[src/logic/ign_seq_pkg.sv]
package ign_seq_pkg;
  localparam int unsigned CLK_HZ       = 100_000_000;
  localparam int unsigned BAUD         = 9600;
  localparam int unsigned BAUD_DIV     = CLK_HZ / BAUD;
  // 3.5 character times of 11 bits at 9600 baud
  localparam int unsigned T35_US       = 4010;
  localparam int unsigned T35_CYCLES   = T35_US * (CLK_HZ / 1_000_000);
  localparam int unsigned TICK_MS      = 1;
  localparam int unsigned TICK_CYCLES  = TICK_MS * (CLK_HZ / 1000);
  localparam int unsigned MAIN_DELAY_S = 10;
  localparam int unsigned MAIN_TICKS   = MAIN_DELAY_S * 1000 / TICK_MS;

  localparam logic [7:0]  DEF_SLAVE_ADDR = 8'h02;
  localparam logic [7:0]  MB_FN_READ     = 8'h03;
  localparam logic [7:0]  MB_RD_BYTES    = 8'h02;
  localparam logic [3:0]  RX_LEN         = 4'h8;
  localparam logic [2:0]  TX_LAST        = 3'h6;
  localparam logic [2:0]  TX_CRC_FIRST   = 3'h5;

  localparam logic [11:0] OFS_CTRL       = 12'h000;
  localparam logic [11:0] OFS_STATUS     = 12'h004;
  localparam logic [11:0] OFS_INT_STS    = 12'h008;
  localparam logic [11:0] OFS_INT_MASK   = 12'h00C;
  localparam logic [11:0] OFS_SLAVE_ADDR = 12'h010;
  localparam logic [2:0]  SEL_NONE       = 3'h7;

  localparam int INT_W       = 5;
  localparam int EV_CLOSURE  = 0;
  localparam int EV_SHUTDOWN = 1;
  localparam int EV_ALARM    = 2;
  localparam int EV_MAIN_ON  = 3;
  localparam int EV_MB_REPLY = 4;
  localparam logic [INT_W-1:0] INT_MASK_RST = 5'h00;

  typedef enum logic [1:0] {SEQ_IDLE, SEQ_PILOT, SEQ_WAIT, SEQ_RUN} seq_state_t;
  typedef enum logic [2:0] {
    DISP_RUN, DISP_OFF, DISP_REMOTE, DISP_LEVEL, DISP_SHUTDOWN,
    DISP_CLOSURE, DISP_TEMP, DISP_FLAME
  } disp_code_t;

  // high means closed / permissive
  typedef struct packed {
    logic on_off;
    logic remote_on;
    logic level_ok;
    logic shutdown_ok;
    logic closure_proof_switch;
    logic temp1_ok;
    logic temp2_ok;
  } perm_t;

  typedef struct packed {
    logic pilot;
    logic main_v;
    logic tmain;
  } sol_t;

  function automatic logic [15:0] crc16_byte(input logic [15:0] c, input logic [7:0] d);
    logic [15:0] r;
    r = c ^ {8'h00, d};
    for (int i = 0; i < 8; i++) begin
      r = r[0] ? ((r >> 1) ^ 16'hA001) : (r >> 1);
    end
    return r;
  endfunction
endpackage

[src/logic/uart_8n1.sv]
`timescale 1ns/10ps
module uart_8n1 #(
  parameter int unsigned DIV = 10416
) (
  // clock and reset
  input  wire logic       clk,
  input  wire logic       rstn,
  // line side
  input  wire logic       rx_in,
  output logic            tx_out,
  output logic            tx_oe,
  // byte side
  output logic            rx_valid,
  output logic [7:0]      rx_data,
  input  wire logic       tx_valid,
  input  wire logic [7:0] tx_data,
  output logic            tx_ready
);
  logic        rx_busy_r;
  logic [3:0]  rx_bit_r;
  logic [31:0] rx_cnt_r;
  logic [7:0]  rx_sh_r;
  logic [9:0]  tx_sh_r;
  logic [3:0]  tx_bits_r;
  logic [31:0] tx_cnt_r;

  always_ff @(posedge clk) begin
    if (!rstn) begin
      rx_busy_r <= 1'b0;
      rx_bit_r  <= 4'h0;
      rx_cnt_r  <= 32'h0;
      rx_sh_r   <= 8'h00;
      rx_valid  <= 1'b0;
      rx_data   <= 8'h00;
    end else begin
      rx_valid <= 1'b0;
      if (!rx_busy_r) begin
        if (!rx_in) begin
          rx_busy_r <= 1'b1;
          rx_cnt_r  <= DIV / 2;
          rx_bit_r  <= 4'h0;
        end
      end else if (rx_cnt_r != 32'h0) begin
        rx_cnt_r <= rx_cnt_r - 32'h1;
      end else begin
        rx_cnt_r <= DIV - 1;
        rx_bit_r <= rx_bit_r + 4'h1;
        if (rx_bit_r == 4'h0) begin
          if (rx_in) rx_busy_r <= 1'b0;
        end else if (rx_bit_r < 4'h9) begin
          rx_sh_r <= {rx_in, rx_sh_r[7:1]};
        end else begin
          // stop bit must read high
          rx_busy_r <= 1'b0;
          rx_valid  <= rx_in;
          rx_data   <= rx_sh_r;
        end
      end
    end
  end

  assign tx_ready = (tx_bits_r == 4'h0);
  assign tx_out   = tx_sh_r[0];

  always_ff @(posedge clk) begin
    if (!rstn) begin
      tx_sh_r   <= 10'h3FF;
      tx_bits_r <= 4'h0;
      tx_cnt_r  <= 32'h0;
      tx_oe     <= 1'b0;
    end else if (tx_ready) begin
      tx_oe <= 1'b0;
      if (tx_valid) begin
        tx_sh_r   <= {1'b1, tx_data, 1'b0};
        tx_bits_r <= 4'hA;
        tx_cnt_r  <= DIV - 1;
        tx_oe     <= 1'b1;
      end
    end else if (tx_cnt_r != 32'h0) begin
      tx_cnt_r <= tx_cnt_r - 32'h1;
    end else begin
      tx_sh_r   <= {1'b1, tx_sh_r[9:1]};
      tx_bits_r <= tx_bits_r - 4'h1;
      tx_cnt_r  <= DIV - 1;
    end
  end
endmodule

[src/logic/burner_ignition_sequencer.sv]
`timescale 1ns/10ps
module burner_ignition_sequencer
  import ign_seq_pkg::*;
#(
  parameter int unsigned MAIN_TICKS_P  = ign_seq_pkg::MAIN_TICKS,
  parameter int unsigned TICK_CYCLES_P = ign_seq_pkg::TICK_CYCLES,
  parameter int unsigned BAUD_DIV_P    = ign_seq_pkg::BAUD_DIV,
  parameter int unsigned T35_CYCLES_P  = ign_seq_pkg::T35_CYCLES
) (
  // clock and reset
  input  wire logic               clk,
  input  wire logic               rstn,
  // apb slave
  input  wire logic               psel,
  input  wire logic               penable,
  input  wire logic               pwrite,
  input  wire logic [11:0]        paddr,
  input  wire logic [31:0]        pwdata,
  output logic [31:0]             prdata,
  output logic                    pready,
  output logic                    pslverr,
  output logic                    irq,
  // permissives and switches
  input  wire ign_seq_pkg::perm_t perm,
  input  wire logic               heat_call,
  input  wire logic               pilot_continuous,
  input  wire logic               low_power_sw,
  // ignition module
  output logic                    ign_power,
  input  wire logic               ign_alarm,
  input  wire logic               ign_valve,
  // solenoids and display
  output ign_seq_pkg::sol_t       sol,
  output logic                    sol_low_power,
  output ign_seq_pkg::disp_code_t disp_code,
  // rs-485 transceiver
  input  wire logic               rs485_rx,
  output logic                    rs485_tx,
  output logic                    rs485_de
);
  import ign_seq_pkg::*;

  seq_state_t       state_r;
  logic [31:0]      tick_cnt_r;
  logic [31:0]      timer_r;
  logic             soft_stop_r;
  logic [INT_W-1:0] int_sts_r;
  logic [INT_W-1:0] int_mask_r;
  logic [7:0]       slave_addr_r;
  logic             all_perm_d_r;
  logic             closure_d_r;
  logic             alarm_d_r;
  logic             main_d_r;
  logic             all_perm;
  logic             permit;
  logic             heat_ok;
  logic             tick;
  logic [INT_W-1:0] ev;
  logic [31:0]      status_word;
  logic [31:0]      rd_mux;
  logic [2:0]       wsel;
  logic             wr_en;
  logic             rx_valid;
  logic [7:0]       rx_data;
  logic             tx_ready;
  logic [7:0]       mb_buf [RX_LEN];
  logic [3:0]       mb_cnt_r;
  logic [15:0]      mb_crc_r;
  logic [31:0]      sil_r;
  logic             frame_end;
  logic             frame_ok;
  logic             replying_r;
  logic [2:0]       tx_idx_r;
  logic [15:0]      tx_crc_r;
  logic [15:0]      rsp_word_r;
  logic [7:0]       tx_byte;

  function automatic logic [2:0] reg_index(input logic [11:0] a);
    if (a == OFS_CTRL) return 3'h0;
    else if (a == OFS_STATUS) return 3'h1;
    else if (a == OFS_INT_STS) return 3'h2;
    else if (a == OFS_INT_MASK) return 3'h3;
    else if (a == OFS_SLAVE_ADDR) return 3'h4;
    else return SEL_NONE;
  endfunction

  assign all_perm = &perm;
  assign permit   = all_perm && !soft_stop_r && !ign_alarm;
  assign heat_ok  = pilot_continuous || heat_call;
  assign tick     = (tick_cnt_r == TICK_CYCLES_P - 1);

  // fixed system tick
  always_ff @(posedge clk) begin
    if (!rstn || tick) tick_cnt_r <= 32'h0;
    else tick_cnt_r <= tick_cnt_r + 32'h1;
  end

  // burner sequence
  always_ff @(posedge clk) begin
    if (!rstn) begin
      state_r <= SEQ_IDLE;
      timer_r <= 32'h0;
    end else if (!permit || !heat_ok) begin
      state_r <= SEQ_IDLE;
      timer_r <= 32'h0;
    end else begin
      case (state_r)
        SEQ_IDLE: begin
          state_r <= SEQ_PILOT;
          timer_r <= 32'h0;
        end
        SEQ_PILOT: begin
          if (ign_valve) state_r <= SEQ_WAIT;
          timer_r <= 32'h0;
        end
        SEQ_WAIT: begin
          if (!ign_valve) begin
            state_r <= SEQ_PILOT;
            timer_r <= 32'h0;
          end else if (timer_r == MAIN_TICKS_P) begin
            if (heat_call) state_r <= SEQ_RUN;
          end else if (tick) begin
            timer_r <= timer_r + 32'h1;
          end
        end
        SEQ_RUN: begin
          if (!ign_valve) begin
            state_r <= SEQ_PILOT;
            timer_r <= 32'h0;
          end
        end
        default: state_r <= SEQ_IDLE;
      endcase
    end
  end

  // outputs to the module and the solenoids
  always_ff @(posedge clk) begin
    if (!rstn) begin
      ign_power     <= 1'b0;
      sol           <= '0;
      sol_low_power <= 1'b0;
    end else begin
      ign_power     <= all_perm && !soft_stop_r;
      sol.pilot     <= permit && heat_ok && state_r != SEQ_IDLE;
      sol.main_v    <= permit && heat_ok && state_r == SEQ_RUN;
      sol.tmain     <= permit && heat_call && state_r == SEQ_RUN;
      sol_low_power <= low_power_sw;
    end
  end

  // display, closure-proof first
  always_ff @(posedge clk) begin
    if (!rstn) disp_code <= DISP_OFF;
    else if (!perm.closure_proof_switch) disp_code <= DISP_CLOSURE;
    else if (!perm.on_off) disp_code <= DISP_OFF;
    else if (!perm.remote_on) disp_code <= DISP_REMOTE;
    else if (!perm.level_ok) disp_code <= DISP_LEVEL;
    else if (!perm.shutdown_ok) disp_code <= DISP_SHUTDOWN;
    else if (!perm.temp1_ok || !perm.temp2_ok) disp_code <= DISP_TEMP;
    else if (ign_alarm) disp_code <= DISP_FLAME;
    else disp_code <= DISP_RUN;
  end

  // event edges
  always_ff @(posedge clk) begin
    if (!rstn) begin
      // no closure or shutdown edge until a closed input has been seen once
      all_perm_d_r <= 1'b0;
      closure_d_r  <= 1'b0;
      alarm_d_r    <= 1'b0;
      main_d_r     <= 1'b0;
    end else begin
      all_perm_d_r <= all_perm;
      closure_d_r  <= perm.closure_proof_switch;
      alarm_d_r    <= ign_alarm;
      main_d_r     <= sol.main_v;
    end
  end

  always_comb begin
    ev              = '0;
    ev[EV_CLOSURE]  = closure_d_r && !perm.closure_proof_switch;
    ev[EV_SHUTDOWN] = all_perm_d_r && !all_perm;
    ev[EV_ALARM]    = !alarm_d_r && ign_alarm;
    ev[EV_MAIN_ON]  = !main_d_r && sol.main_v;
    ev[EV_MB_REPLY] = frame_ok;
  end

  // apb register file
  assign wsel    = reg_index(paddr);
  assign wr_en   = psel && penable && pwrite && wsel != SEL_NONE;
  assign pready  = 1'b1;
  assign pslverr = psel && penable && wsel == SEL_NONE;
  assign irq     = |(int_sts_r & int_mask_r);
  assign status_word = {14'h0000, state_r, disp_code, sol, ign_power,
                        ign_alarm, ign_valve, perm};

  always_comb begin
    rd_mux = 32'h0000_0000;
    case (wsel)
      3'h0: rd_mux = {31'h0000_0000, soft_stop_r};
      3'h1: rd_mux = status_word;
      3'h2: rd_mux = {27'h000_0000, int_sts_r};
      3'h3: rd_mux = {27'h000_0000, int_mask_r};
      3'h4: rd_mux = {24'h00_0000, slave_addr_r};
      default: rd_mux = 32'h0000_0000;
    endcase
  end

  always_ff @(posedge clk) begin
    if (!rstn) prdata <= 32'h0000_0000;
    else if (psel && !penable) prdata <= rd_mux;
  end

  always_ff @(posedge clk) begin
    if (!rstn) begin
      soft_stop_r  <= 1'b0;
      int_mask_r   <= INT_MASK_RST;
      slave_addr_r <= DEF_SLAVE_ADDR;
    end else if (wr_en) begin
      if (wsel == 3'h0) soft_stop_r <= pwdata[0];
      if (wsel == 3'h3) int_mask_r <= pwdata[INT_W-1:0];
      if (wsel == 3'h4) slave_addr_r <= pwdata[7:0];
    end
  end

  // sticky status, set wins over write-one-clear
  always_ff @(posedge clk) begin
    if (!rstn) int_sts_r <= '0;
    else if (wr_en && wsel == 3'h2) int_sts_r <= (int_sts_r & ~pwdata[INT_W-1:0]) | ev;
    else int_sts_r <= int_sts_r | ev;
  end

  // modbus rtu framing
  uart_8n1 #(.DIV(BAUD_DIV_P)) u_uart (
    .clk      (clk),
    .rstn     (rstn),
    .rx_in    (rs485_rx),
    .tx_out   (rs485_tx),
    .tx_oe    (rs485_de),
    .rx_valid (rx_valid),
    .rx_data  (rx_data),
    .tx_valid (replying_r),
    .tx_data  (tx_byte),
    .tx_ready (tx_ready)
  );

  assign frame_end = mb_cnt_r != 4'h0 && !rx_valid && sil_r == T35_CYCLES_P - 1;
  assign frame_ok  = frame_end && !replying_r && mb_cnt_r == RX_LEN
                     && mb_buf[0] == slave_addr_r && mb_buf[1] == MB_FN_READ
                     && mb_buf[4] == 8'h00 && mb_buf[5] == 8'h01 && mb_crc_r == 16'h0000;

  always_ff @(posedge clk) begin
    if (!rstn) begin
      mb_cnt_r <= 4'h0;
      mb_crc_r <= 16'hFFFF;
      sil_r    <= 32'h0;
    end else if (rx_valid && !replying_r) begin
      if (mb_cnt_r < RX_LEN) mb_buf[mb_cnt_r[2:0]] <= rx_data;
      if (mb_cnt_r != 4'hF) mb_cnt_r <= mb_cnt_r + 4'h1;
      mb_crc_r <= crc16_byte(mb_crc_r, rx_data);
      sil_r    <= 32'h0;
    end else if (frame_end) begin
      mb_cnt_r <= 4'h0;
      mb_crc_r <= 16'hFFFF;
      sil_r    <= 32'h0;
    end else if (mb_cnt_r != 4'h0) begin
      sil_r <= sil_r + 32'h1;
    end
  end

  always_comb begin
    case (tx_idx_r)
      3'h0: tx_byte = slave_addr_r;
      3'h1: tx_byte = MB_FN_READ;
      3'h2: tx_byte = MB_RD_BYTES;
      3'h3: tx_byte = rsp_word_r[15:8];
      3'h4: tx_byte = rsp_word_r[7:0];
      3'h5: tx_byte = tx_crc_r[7:0];
      default: tx_byte = tx_crc_r[15:8];
    endcase
  end

  // reply only to a valid request
  always_ff @(posedge clk) begin
    if (!rstn) begin
      replying_r <= 1'b0;
      tx_idx_r   <= 3'h0;
      tx_crc_r   <= 16'hFFFF;
      rsp_word_r <= 16'h0000;
    end else if (frame_ok) begin
      replying_r <= 1'b1;
      tx_idx_r   <= 3'h0;
      tx_crc_r   <= 16'hFFFF;
      if ({mb_buf[2], mb_buf[3]} == 16'h0000) rsp_word_r <= status_word[15:0];
      else if ({mb_buf[2], mb_buf[3]} == 16'h0001) rsp_word_r <= {11'h000, int_sts_r};
      else rsp_word_r <= 16'h0000;
    end else if (replying_r && tx_ready) begin
      tx_idx_r <= tx_idx_r + 3'h1;
      if (tx_idx_r < TX_CRC_FIRST) tx_crc_r <= crc16_byte(tx_crc_r, tx_byte);
      if (tx_idx_r == TX_LAST) replying_r <= 1'b0;
    end
  end
endmodule

[config.mk]
export PLATFORM = sky130hd
export DESIGN_NAME = burner_ignition_sequencer
export DESIGN_NICKNAME = d
export VERILOG_FILES = /design/src/logic/ign_seq_pkg.sv /design/src/logic/uart_8n1.sv /design/src/logic/burner_ignition_sequencer.sv
export SDC_FILE = /design/constraint.sdc
export NUM_CORES = 1
export LEC_CHECK = 0
export CORE_MARGIN = 5
export CORE_UTILIZATION = 60
export CTS_CLUSTER_SIZE = 10
export DETAILED_ROUTE_END_ITERATION = 8
export DONT_BUFFER_PORTS = 1
export PLACE_DENSITY = 0.81
export REMOVE_ABC_BUFFERS = 1
export SYNTH_ARGS = -nofsm -noshare
export SYNTH_HDL_FRONTEND = slang
export SYNTH_SLANG_ARGS = --single-unit
[constraint.sdc]
create_clock -name clk -period 3.9 [get_ports clk]
set_clock_uncertainty 0.2 [all_clocks]
set_input_delay 0.195 -clock clk [delete_from_list [all_inputs] [get_ports clk]]
set_output_delay 0.195 -clock clk [all_outputs]
set_load 0.02 [all_outputs]
==> summary.txt, run 1 <==
Outcome = completed
Number of max-cap violations = 0
Total clock sinks = 351
Leakage power = 0.006443 uW
Post-synth ARST share = 0%
Gr usage total = 24.34%
Fmax = 274.4 MHz
CP top delay family = compound AO/OA/AOI/OAI gates
Share of Yosys cell area claimed by the top area cell type = 38.04%
Clk buf depth = 3
# rows = 59
Worst Setup Start Kind = register
Synth cell types = 84
Post-synthesis simple-gate area fraction = 23.93%
Compound-cell area share of the yosys netlist = 13.23%
Largest net degree at the start of global routing = 88
Area growth syn-to-layout = 10.93%
Post-Syn Area = 15950 sq um
Worst hold margin = 22.35 ps
Worst slew margin = 24.40%
Mapped Cells = 1792
Fin area = 17690 sq um
Die ar. = 29940 sq um
Htree depth = 2
Crit path cell chain = inv_1 > ha_1 > a221o_1 > a222oi_1 > o21bai_2 > xor2_2 > xor3_2 > xor2_2 > mux2_1 > a211oi_1 > o21ai_1
DR vias/cell = 6.163
Sequential-to-total area share from yosys stat = 47.08%
Die X = 173.0 um
Crit-path slowest cell = xor3_2
Hpwl dp = 23.70 mm
Vias in the first global route = 12700
Total Nets Final = 1892
Clk Latency, worst-skew pair = 540 ps
Synth Area in XOR/XNOR = 8.019%
Post-place instance area = 16160 sq um
Post-synthesis mux area share = 2.393%
RSZ-0062 raised after global routing = false
DRT antenna net count = 0
Wire per inst = 17.54 um
Vias = 13300
Min Tclk post-route = 3644 ps
Worst-path clk slew = 50 ps
CTS tree = built
Global-route wire length before repair = 63.05 mm
PnR worst setup slack = 255.6 ps
Buf+Inv Stages, Crit Path = 1
Grt total ovfl = 0
Least-Margin Pin Slew = 1125 ps
# IOs = 107
DRC violations left = 0
I/O Buffers = 0
Yosys reg bits = 351
Root Buffer = clkbuf_16
Mean post-synth cell area = 8.899 sq um
Initial antenna violation count = 0
Fillers = 1997
Ys Warns = 0
Worst EP arrival = 3820 ps
Setup TNS = 0 ps
Initial Utilization = 61.02%
Kind of critical path = register to register
Maximum VDD drop = 0.0004088 V
Post-synth EDFFs = 48
Drt first pass iters = 6
Most common cell after layout, fill and taps aside = dfxtp_1
Total Routed Length = 37.85 mm
Fin crit share = 93.45%
Crit path max fanout = 11
WP data required = 4070 ps
Total setup buffers inserted after CTS = 0
Worst min-delay path class = input port to register
Placeable Area = 26130 sq um
Pwr per Cell Area = 553.7 nW/um^2
Num CTS Buffers = 41
Final Wtd Congestion = 0.8724
Final setup violation count = 0
Most frequent cells in the layout = dfxtp_1 (303), nor2_1 (246), nand2_1 (206), a21oi_1 (105), xor2_1 (76)
Fraction of layout cells with a size suffix above 1 = 6.147%
Die H = 173.0 um
Pre-CTS WS = 307.6 ps
Synth Area in Adders = 1.726%
Hold Fails Final Rpt = 0
Crit path top cell by count = xor2_2
Pins Over Slew Limit = 0
CP peak stage delay = 550 ps
Critical Path Sink Type = register
Top_reg_cell synth = dfxtp_1
Area leader, netlist = dfxtp_1
Main combinational cell family by area after synthesis = simple AND/OR/NAND/NOR gates
DRT iter0 DRCs = 1230
Synth top area cells = dfxtp_1 (38%), edfxtp_1 (9.0%), nor2_1 (5.8%)
[cell type report]
class	instances	area, sq um	area share, %
Clock buffer	54	1116	6.309
Multi-Input combinational cell	1322	7924	44.79
Antenna cell	1	2.502	0.01415
Tap cell	335	419.2	2.369
Sequential cell	351	7507	42.44
Timing Repair Buffer	61	558.0	3.155
Inverter	31	118.9	0.6719
Clock inverter	3	43.79	0.2476
[path summary, 6_finish.rpt]
kind | depth (start not counted) | slack [ps] | start | end
max reg2reg | 11 | 260 | tx_idx_r[0]$_SDFFE_PP0P_ | tx_crc_r[0]$_SDFFE_PP1P_
max | 11 | 260 | tx_idx_r[0]$_SDFFE_PP0P_ | tx_crc_r[0]$_SDFFE_PP1P_
min | 5 | 20 | paddr[3] | int_sts_r[0]$_SDFF_PN0_
min reg2reg | 1 | 260 | tick_cnt_r[0]$_SDFF_PP0_ | tick_cnt_r[0]$_SDFF_PP0_
[through the flow]
stage / utilization [%] / instances / power [uW]
2_1_floorplan: - / 1704 / 5799
3_3_place_gp: 61.83 / 2064 / 6282
3_5_place_dp: 61.83 / 2064 / 6376
4_1_cts: 67.68 / 2157 / 9807
5_1_grt: 67.68 / 2157 / 10330
6_report: 67.69 / 2158 / 9795
[state kept, by name, indices dropped and copies added, names as in the netlist, 16 cells and up]
name	count
tick_cnt_r	32
sil_r	32
u_uart.rx_cnt_r	32
tx_crc_r	16
timer_r	32
prdata	18
mb_buf	48
mb_crc_r	16
u_uart.tx_cnt_r	32
rsp_word_r	16
[what timing repair did]
| item | 4_1_cts | 5_1_grt |
|---|---|---|
| gates resized for setup | 0 | 0 |
| hold endpoints to repair | 114 | 0 |
| hold buffers | 36 | 0 |
[synthesized netlist by cell type (all sizes together) (31+ instances only)]
| master | n |
|---|---|
| dfxtp | 303 |
| nor2 | 247 |
| nand2 | 206 |
| a21oi | 105 |
| xor2 | 79 |
| clkbuf | 70 |
| nand3 | 66 |
| nor3 | 59 |
| xnor2 | 59 |
| o21ai | 57 |
| edfxtp | 48 |
| nor4 | 38 |
| mux2i | 37 |
| or3 | 34 |
| buf | 31 |
| inv | 31 |
[where the power goes]
group	switching, uW	internal (uW)
Clock	1410	1980
Combinational	1510	826
Sequential	207	3860
Total	3130	6670
[logic make-up (layout without fill, tap and decap cells)]
kind of cell / count (synthesis) / in the layout
AOI/OAI and AO/OA: 319 / 319
xor gates and xnor gates: 140 / 140
adders and majority gates: 22 / 22
buffers and inverters: 132 / 149
DFF: 351 / 351
muxes: 38 / 38
other: 2 / 16
and+or+nand+nor: 788 / 788
[routing by layer]
layer,track usage (%),vias up,wire length [um]
li1,-,6359,-
met1,32.14,6343,16000
met2,41.10,505,18380
met3,4.127,93,2564
met4,7.649,0,906
met5,0,-,0
[worst min-delay path, cell delays in order]
cell     delay (ps)
nand2_1         170
nor3_1          150
nand2_1          80
a21oi_1          60
nor2_1           70
Note: power is estimated with default switching activity, not from simulation.
==> run 2: changes to the inputs <==
--- a/config.mk
+++ b/config.mk
@@ -7,3 +7,3 @@
 export LEC_CHECK = 0
-export CORE_MARGIN = 5
+export CORE_MARGIN = 1
 export CORE_UTILIZATION = 60
==> constraint.sdc (replaced) <==
create_clock -name clk -period 3.9 [get_ports clk]
set_clock_uncertainty 0.2 [all_clocks]
set_input_delay 0.585 -clock clk [delete_from_list [all_inputs] [get_ports clk]]
set_output_delay 0.585 -clock clk [all_outputs]
set_load 0.02 [all_outputs]
==> summary.txt, run 2 (same netlist as run 1, synthesis figures left out) <==
Outcome = completed
Crit path cell chain = inv_1 > ha_1 > a221o_1 > a222oi_1 > o21bai_2 > xor2_2 > xor3_2 > xor2_2 > mux2_1 > a211oi_1 > o21ai_1
Wire per inst = 16.71 um
Die H = 165.0 um
Min-Delay Path Depth = 2
Pwr per Cell Area = 558.0 nW/um^2
Fmax = 275.2 MHz
DRC violations left = 0
# IOs = 107
Pre-CTS WS = 304.5 ps
Die ar. = 27230 sq um
Placeable Area = 26060 sq um
Crit path top cell by count = xor2_2
CTS tree = built
Total Nets Final = 1876
Worst reg-to-reg path cell count = 11
DRT antenna net count = 0
Fillers = 1922
Cell Count, Final, Fillers Out = 2146
# rows = 59
Post-CTS Hold Buffers = 19
Leakage power = 0.006379 uW
Crit path max fanout = 11
Worst R2R Start = tx_idx_r[0]$_SDFFE_PP0P_
Sw frac = 31.75%
DR vias/cell = 6.098
WP data required = 4100 ps
Worst Setup Start Kind = register
Num CTS Buffers = 41
Fin area = 17540 sq um
Most frequent cells in the layout = dfxtp_1 (303), nor2_1 (246), nand2_1 (206), a21oi_1 (105), xor2_1 (76)
Post-cts resize count = 0
Clk network pwr share = 34.7%
Reg2Reg Capture Point = tx_crc_r[0]$_SDFFE_PP1P_
Pint = 6679 uW
I/O Buffers = 0
Worst-path clk slew = 50 ps
Power share of the sequential group = 41.5%
Internal reg-to-reg setup slack = 270 ps
CP peak stage delay = 550 ps
Clk buf depth = 3
Hold Path Sink = slave_addr_r[7]$_SDFFE_PN0P_
Net Sw Power = 3107 uW
Vias in the first global route = 11940
M2 GR Usage = 42.87%
Total Routed Length = 35.87 mm
Fraction of layout cells with a size suffix above 1 = 6.195%
Worst slew margin = 25.06%
Worst min-delay path class = input port to register
Global-route wire length before repair = 57.91 mm
Root Buffer = clkbuf_16
Min Tclk post-route = 3634 ps
Pins Over Slew Limit = 0
Number of max-cap violations = 0
Gr usage total = 26.00%
Post-place instance area = 16160 sq um
Gr busiest metal = met2
Hpwl dp = 23.12 mm
Setup crit start = tx_idx_r[0]$_SDFFE_PP0P_
Initial Utilization = 61.19%
Total clock sinks = 351
Grt total ovfl = 0
Worst EP arrival = 3840 ps
GR Util met1 = 34.32%
M3 GR Usage = 5.224%
Most common cell after layout, fill and taps aside = dfxtp_1
Vias = 13090
DRT iter0 DRCs = 1079
Hold path start = pwdata[7]
Final Wtd Congestion = 0.8414
Largest net degree at the start of global routing = 88
Kind of critical path = register to register
Initial antenna violation count = 1
Total setup buffers inserted after CTS = 0
Area growth syn-to-layout = 9.972%
Maximum VDD drop = 0.0005019 V
Cells after DPL = 2065
Htree depth = 2
PnR worst setup slack = 266.0 ps
Hold Fails Final Rpt = 0
Crit-path slowest cell = xor3_2
Drt first pass iters = 6
Die X = 165.0 um
Largest register FFs = 48
RSZ-0062 raised after global routing = false
Critical Path Sink Type = register
Least-Margin Pin Slew = 1120 ps
Final setup violation count = 0
Clk Latency, worst-skew pair = 550 ps
Combinational power share = 23.8%
Design Power = 9786 uW
Fin crit share = 93.18%
run 2: changes by cell type in the layout (fill, tap and decap cells not counted), sizes merged:
cell         before  now
clkinv            2    3
diode             1    3
dlygate4sd3      35   19
clkbuf           54   56
inv              32   31
run 2: power groups by stage:
| stage | logic (uW) | registers [uW] | clock network, uW |
|---|---|---|---|
| after floorplan | 1710 | 4090 | 0 |
| after global placement | 2190 | 4120 | 0 |
| after detailed placement | 2260 | 4130 | 0 |
| after CTS | 2310 | 4060 | 3440 |
| after global routing | 2620 | 4090 | 3590 |
| final | 2330 | 4070 | 3390 |
run 2: critical path: cells and delay by family (launching register included):
family / cells / cell delay, ps
compound gates: 5 / 1140
xor+xnor: 3 / 1010
fa+ha+maj: 1 / 340
buf+inv: 1 / 100
flops: 1 / 370
mux: 1 / 320
run 2: how the worst max path moves through the flow:
stage                                             end  slack [ps]  cells past startpoint
final                        tx_crc_r[0]$_SDFFE_PP1P_         270                     11
after global routing         tx_crc_r[0]$_SDFFE_PP1P_         100                     11
after detailed placement     tx_crc_r[0]$_SDFFE_PP1P_         300                     11
after CTS                    tx_crc_r[0]$_SDFFE_PP1P_         290                     11
after floorplan           rsp_word_r[10]$_SDFFE_PN0P_        -420                      3
after global placement       tx_crc_r[0]$_SDFFE_PP1P_         410                     11
run 2: per-stage QoR:
stage               hold slack [ps]  TNS [ps]  util [%]
floorplan                     217.5    -14570         -
global placement              231.1         0     62.03
detailed placement            243.7         0     62.03
CTS                           7.975         0     67.27
global route                  3.240         0     67.28
finish                        15.14         0     67.30
run 2: cell type report:
cell class / instances / area [sq um] / share of cell area (%)
Multi-Input combinational cell: 1322 / 7924 / 45.18
Sequential cell: 351 / 7507 / 42.81
Clock buffer: 56 / 1112 / 6.343
Tap cell: 335 / 419.2 / 2.390
Timing Repair Buffer: 45 / 385.4 / 2.197
Inverter: 31 / 118.9 / 0.6778
Clock inverter: 3 / 62.56 / 0.3567
Antenna cell: 3 / 7.507 / 0.04281
run 2: per-layer routing:
layer | routed length, um | part of all wire [%]
met4 | 695 | 1.9
met1 | 15470 | 43
met2 | 17330 | 48
met5 | 0 | 0
met3 | 2379 | 6.6
==> run 3: changes to the inputs <==
--- a/config.mk
+++ b/config.mk
@@ -9,3 +9,2 @@
 export CORE_UTILIZATION = 60
-export CTS_CLUSTER_SIZE = 10
 export DETAILED_ROUTE_END_ITERATION = 8
==> constraint.sdc (replaced) <==
create_clock -name clk -period 3.9 [get_ports clk]
set_clock_uncertainty 0.2 [all_clocks]
set_input_delay 0.195 -clock clk [delete_from_list [all_inputs] [get_ports clk]]
set_output_delay 0.195 -clock clk [all_outputs]
set_load 0.02 [all_outputs]
==> summary.txt, run 3 (same netlist as run 1, synthesis figures left out) <==
Outcome = completed
Worst min-delay path class = input port to register
Critical Path Sink Type = register
Hold path start = paddr[3]
Min-Delay Path Depth = 6
Total Nets Final = 1888
Clk buf depth = 3
Worst R2R Start = tx_idx_r[0]$_SDFFE_PP0P_
DR vias/cell = 6.048
DRT iter0 DRCs = 1153
Setup TNS = 0 ps
Vias = 13110
Die X = 165.0 um
Num CTS Buffers = 37
Internal reg-to-reg setup slack = 160 ps
Wire per inst = 16.96 um
WP data required = 4070 ps
Buf+Inv Stages, Crit Path = 1
DRC violations left = 0
Least-Margin Pin Slew = 1129 ps
Fraction of layout cells with a size suffix above 1 = 6.667%
# rows = 59
Wire length on met2 = 17.50 mm
# IOs = 107
CP top delay family = compound AO/OA/AOI/OAI gates
Worst slew margin = 24.14%
Metal3 WL = 2.381 mm
CP peak stage delay = 550 ps
Crit path top cell by count = xor2_2
Die H = 165.0 um
Global-route wire length before repair = 58.94 mm
Utilization after layout = 68.23%
Hpwl dp = 23.05 mm
Vias in the first global route = 12250
I/O Buffers = 0
Area growth syn-to-layout = 11.50%
Htree depth = 2
Root Buffer = clkbuf_16
Hold Path Sink = prdata[2]$_SDFFE_PN0P_
Hold Fails Final Rpt = 0
Final Wtd Congestion = 0.8399
Most common cell after layout, fill and taps aside = dfxtp_1
Total setup buffers inserted after CTS = 0
Fin crit share = 95.92%
Clk Latency, worst-skew pair = 520 ps
Worst EP arrival = 3920 ps
Gr usage total = 26.46%
Total Routed Length = 36.76 mm
Pwr per Cell Area = 562.0 nW/um^2
Leakage power = 0.006484 uW
Initial antenna violation count = 1
Worst-path clk slew = 60 ps
Crit-path slowest cell = xor3_2
RSZ-0062 raised after global routing = false
Initial Utilization = 61.19%
Die ar. = 27230 sq um
Fmax = 267.3 MHz
Worst Setup Start Kind = register
Min Tclk post-route = 3741 ps
DR top layer = met4
Worst reg-to-reg path cell count = 11
CTS tree = built
Most frequent cells in the layout = dfxtp_1 (303), nor2_1 (246), nand2_1 (206), a21oi_1 (105), xor2_1 (76)
Placeable Area = 26060 sq um
Grt total ovfl = 0
Pins Over Slew Limit = 0
Drt first pass iters = 7
Largest net degree at the start of global routing = 85
DRT antenna net count = 0
Reg2Reg Capture Point = tx_crc_r[0]$_SDFFE_PP1P_
Crit path max fanout = 11
Total clock sinks = 351
Maximum VDD drop = 0.0004987 V
Largest register FFs = 48
Number of max-cap violations = 0
Crit path cell chain = inv_1 > ha_1 > a221o_1 > a222oi_1 > o21bai_2 > xor2_2 > xor3_2 > xor2_2 > mux2_1 > a211oi_1 > o21ai_1
Kind of critical path = register to register
Final setup violation count = 0
WL met1 = 15.89 mm
run 3: cell count changes in the layout (fill, tap and decap cells not counted), sizes merged:
cell and change:
clkinv +5, dlygate4sd3 +17, diode -1, clkbuf -5
bufinv +3, buf -1, clkinvlp +3
run 3: area by class of cell:
cell class                      instances  area [sq um]
Fill cell                            1916          8278
Multi-Input combinational cell       1322          7926
Sequential cell                       351          7507
Clock buffer                           51          1090
Timing Repair Buffer                   61         560.5
Tap cell                              335         419.2
Clock inverter                         14         153.9
Inverter                               31         118.9
Antenna cell                            2         5.005
run 3: stage by stage:
| stage | hold slack (ps) | power (uW) | cell area (sq um) | setup WS [ps] | cells |
|---|---|---|---|---|---|
| 2_1_floorplan | 56.94 | 5799 | 15540 | -26.88 | 1704 |
| 6_report | 49.04 | 9993 | 17780 | 158.9 | 2167 |
| 3_5_place_dp | 80.68 | 6402 | 16150 | 259.8 | 2063 |
| 3_3_place_gp | 78.22 | 6304 | 16150 | 406.0 | 2063 |
| 4_1_cts | 33.97 | 9989 | 17770 | 183.0 | 2165 |
| 5_1_grt | 102.7 | 10500 | 17780 | 51.54 | 2166 |
run 3: worst min-delay path, cell delays in order:
cell and delay [ps]:
nand2_1 130, nor2_1 140, a221oi_1 60, nor2_1 90, a21oi_1 50, nor2_1 70
run 3: report_power, final:
part | internal, uW | switching (uW)
Sequential | 3850 | 203
Clock | 2150 | 1410
Combinational | 853 | 1520
run 3: worst max path at each step:
stage | from | endpoint | slack, ps | cells past startpoint
detailed placement | tx_idx_r[0]$_SDFFE_PP0P_ | tx_crc_r[0]$_SDFFE_PP1P_ | 260 | 11
global placement | tx_idx_r[0]$_SDFFE_PP0P_ | tx_crc_r[0]$_SDFFE_PP1P_ | 410 | 11
finish | tx_idx_r[0]$_SDFFE_PP0P_ | tx_crc_r[0]$_SDFFE_PP1P_ | 160 | 11
floorplan | rstn | rsp_word_r[10]$_SDFFE_PN0P_ | -30 | 3
CTS | tx_idx_r[0]$_SDFFE_PP0P_ | tx_crc_r[0]$_SDFFE_PP1P_ | 180 | 11
global route | tx_idx_r[0]$_SDFFE_PP0P_ | tx_crc_r[0]$_SDFFE_PP1P_ | 50 | 11
run 3: routing by layer:
| layer | GRT usage, % | vias to the layer above |
|---|---|---|
| li1 | - | 6347 |
| met1 | 34.76 | 6221 |
| met2 | 43.91 | 438 |
| met3 | 4.847 | 99 |
| met4 | 8.382 | 0 |
| met5 | 0 | - |
run 3: timing repair:
action,in CTS,in global routing
endpoints found under the setup margin,0,1
hold endpoints to repair,154,0
gates resized for setup,0,1
hold buffers,37,0
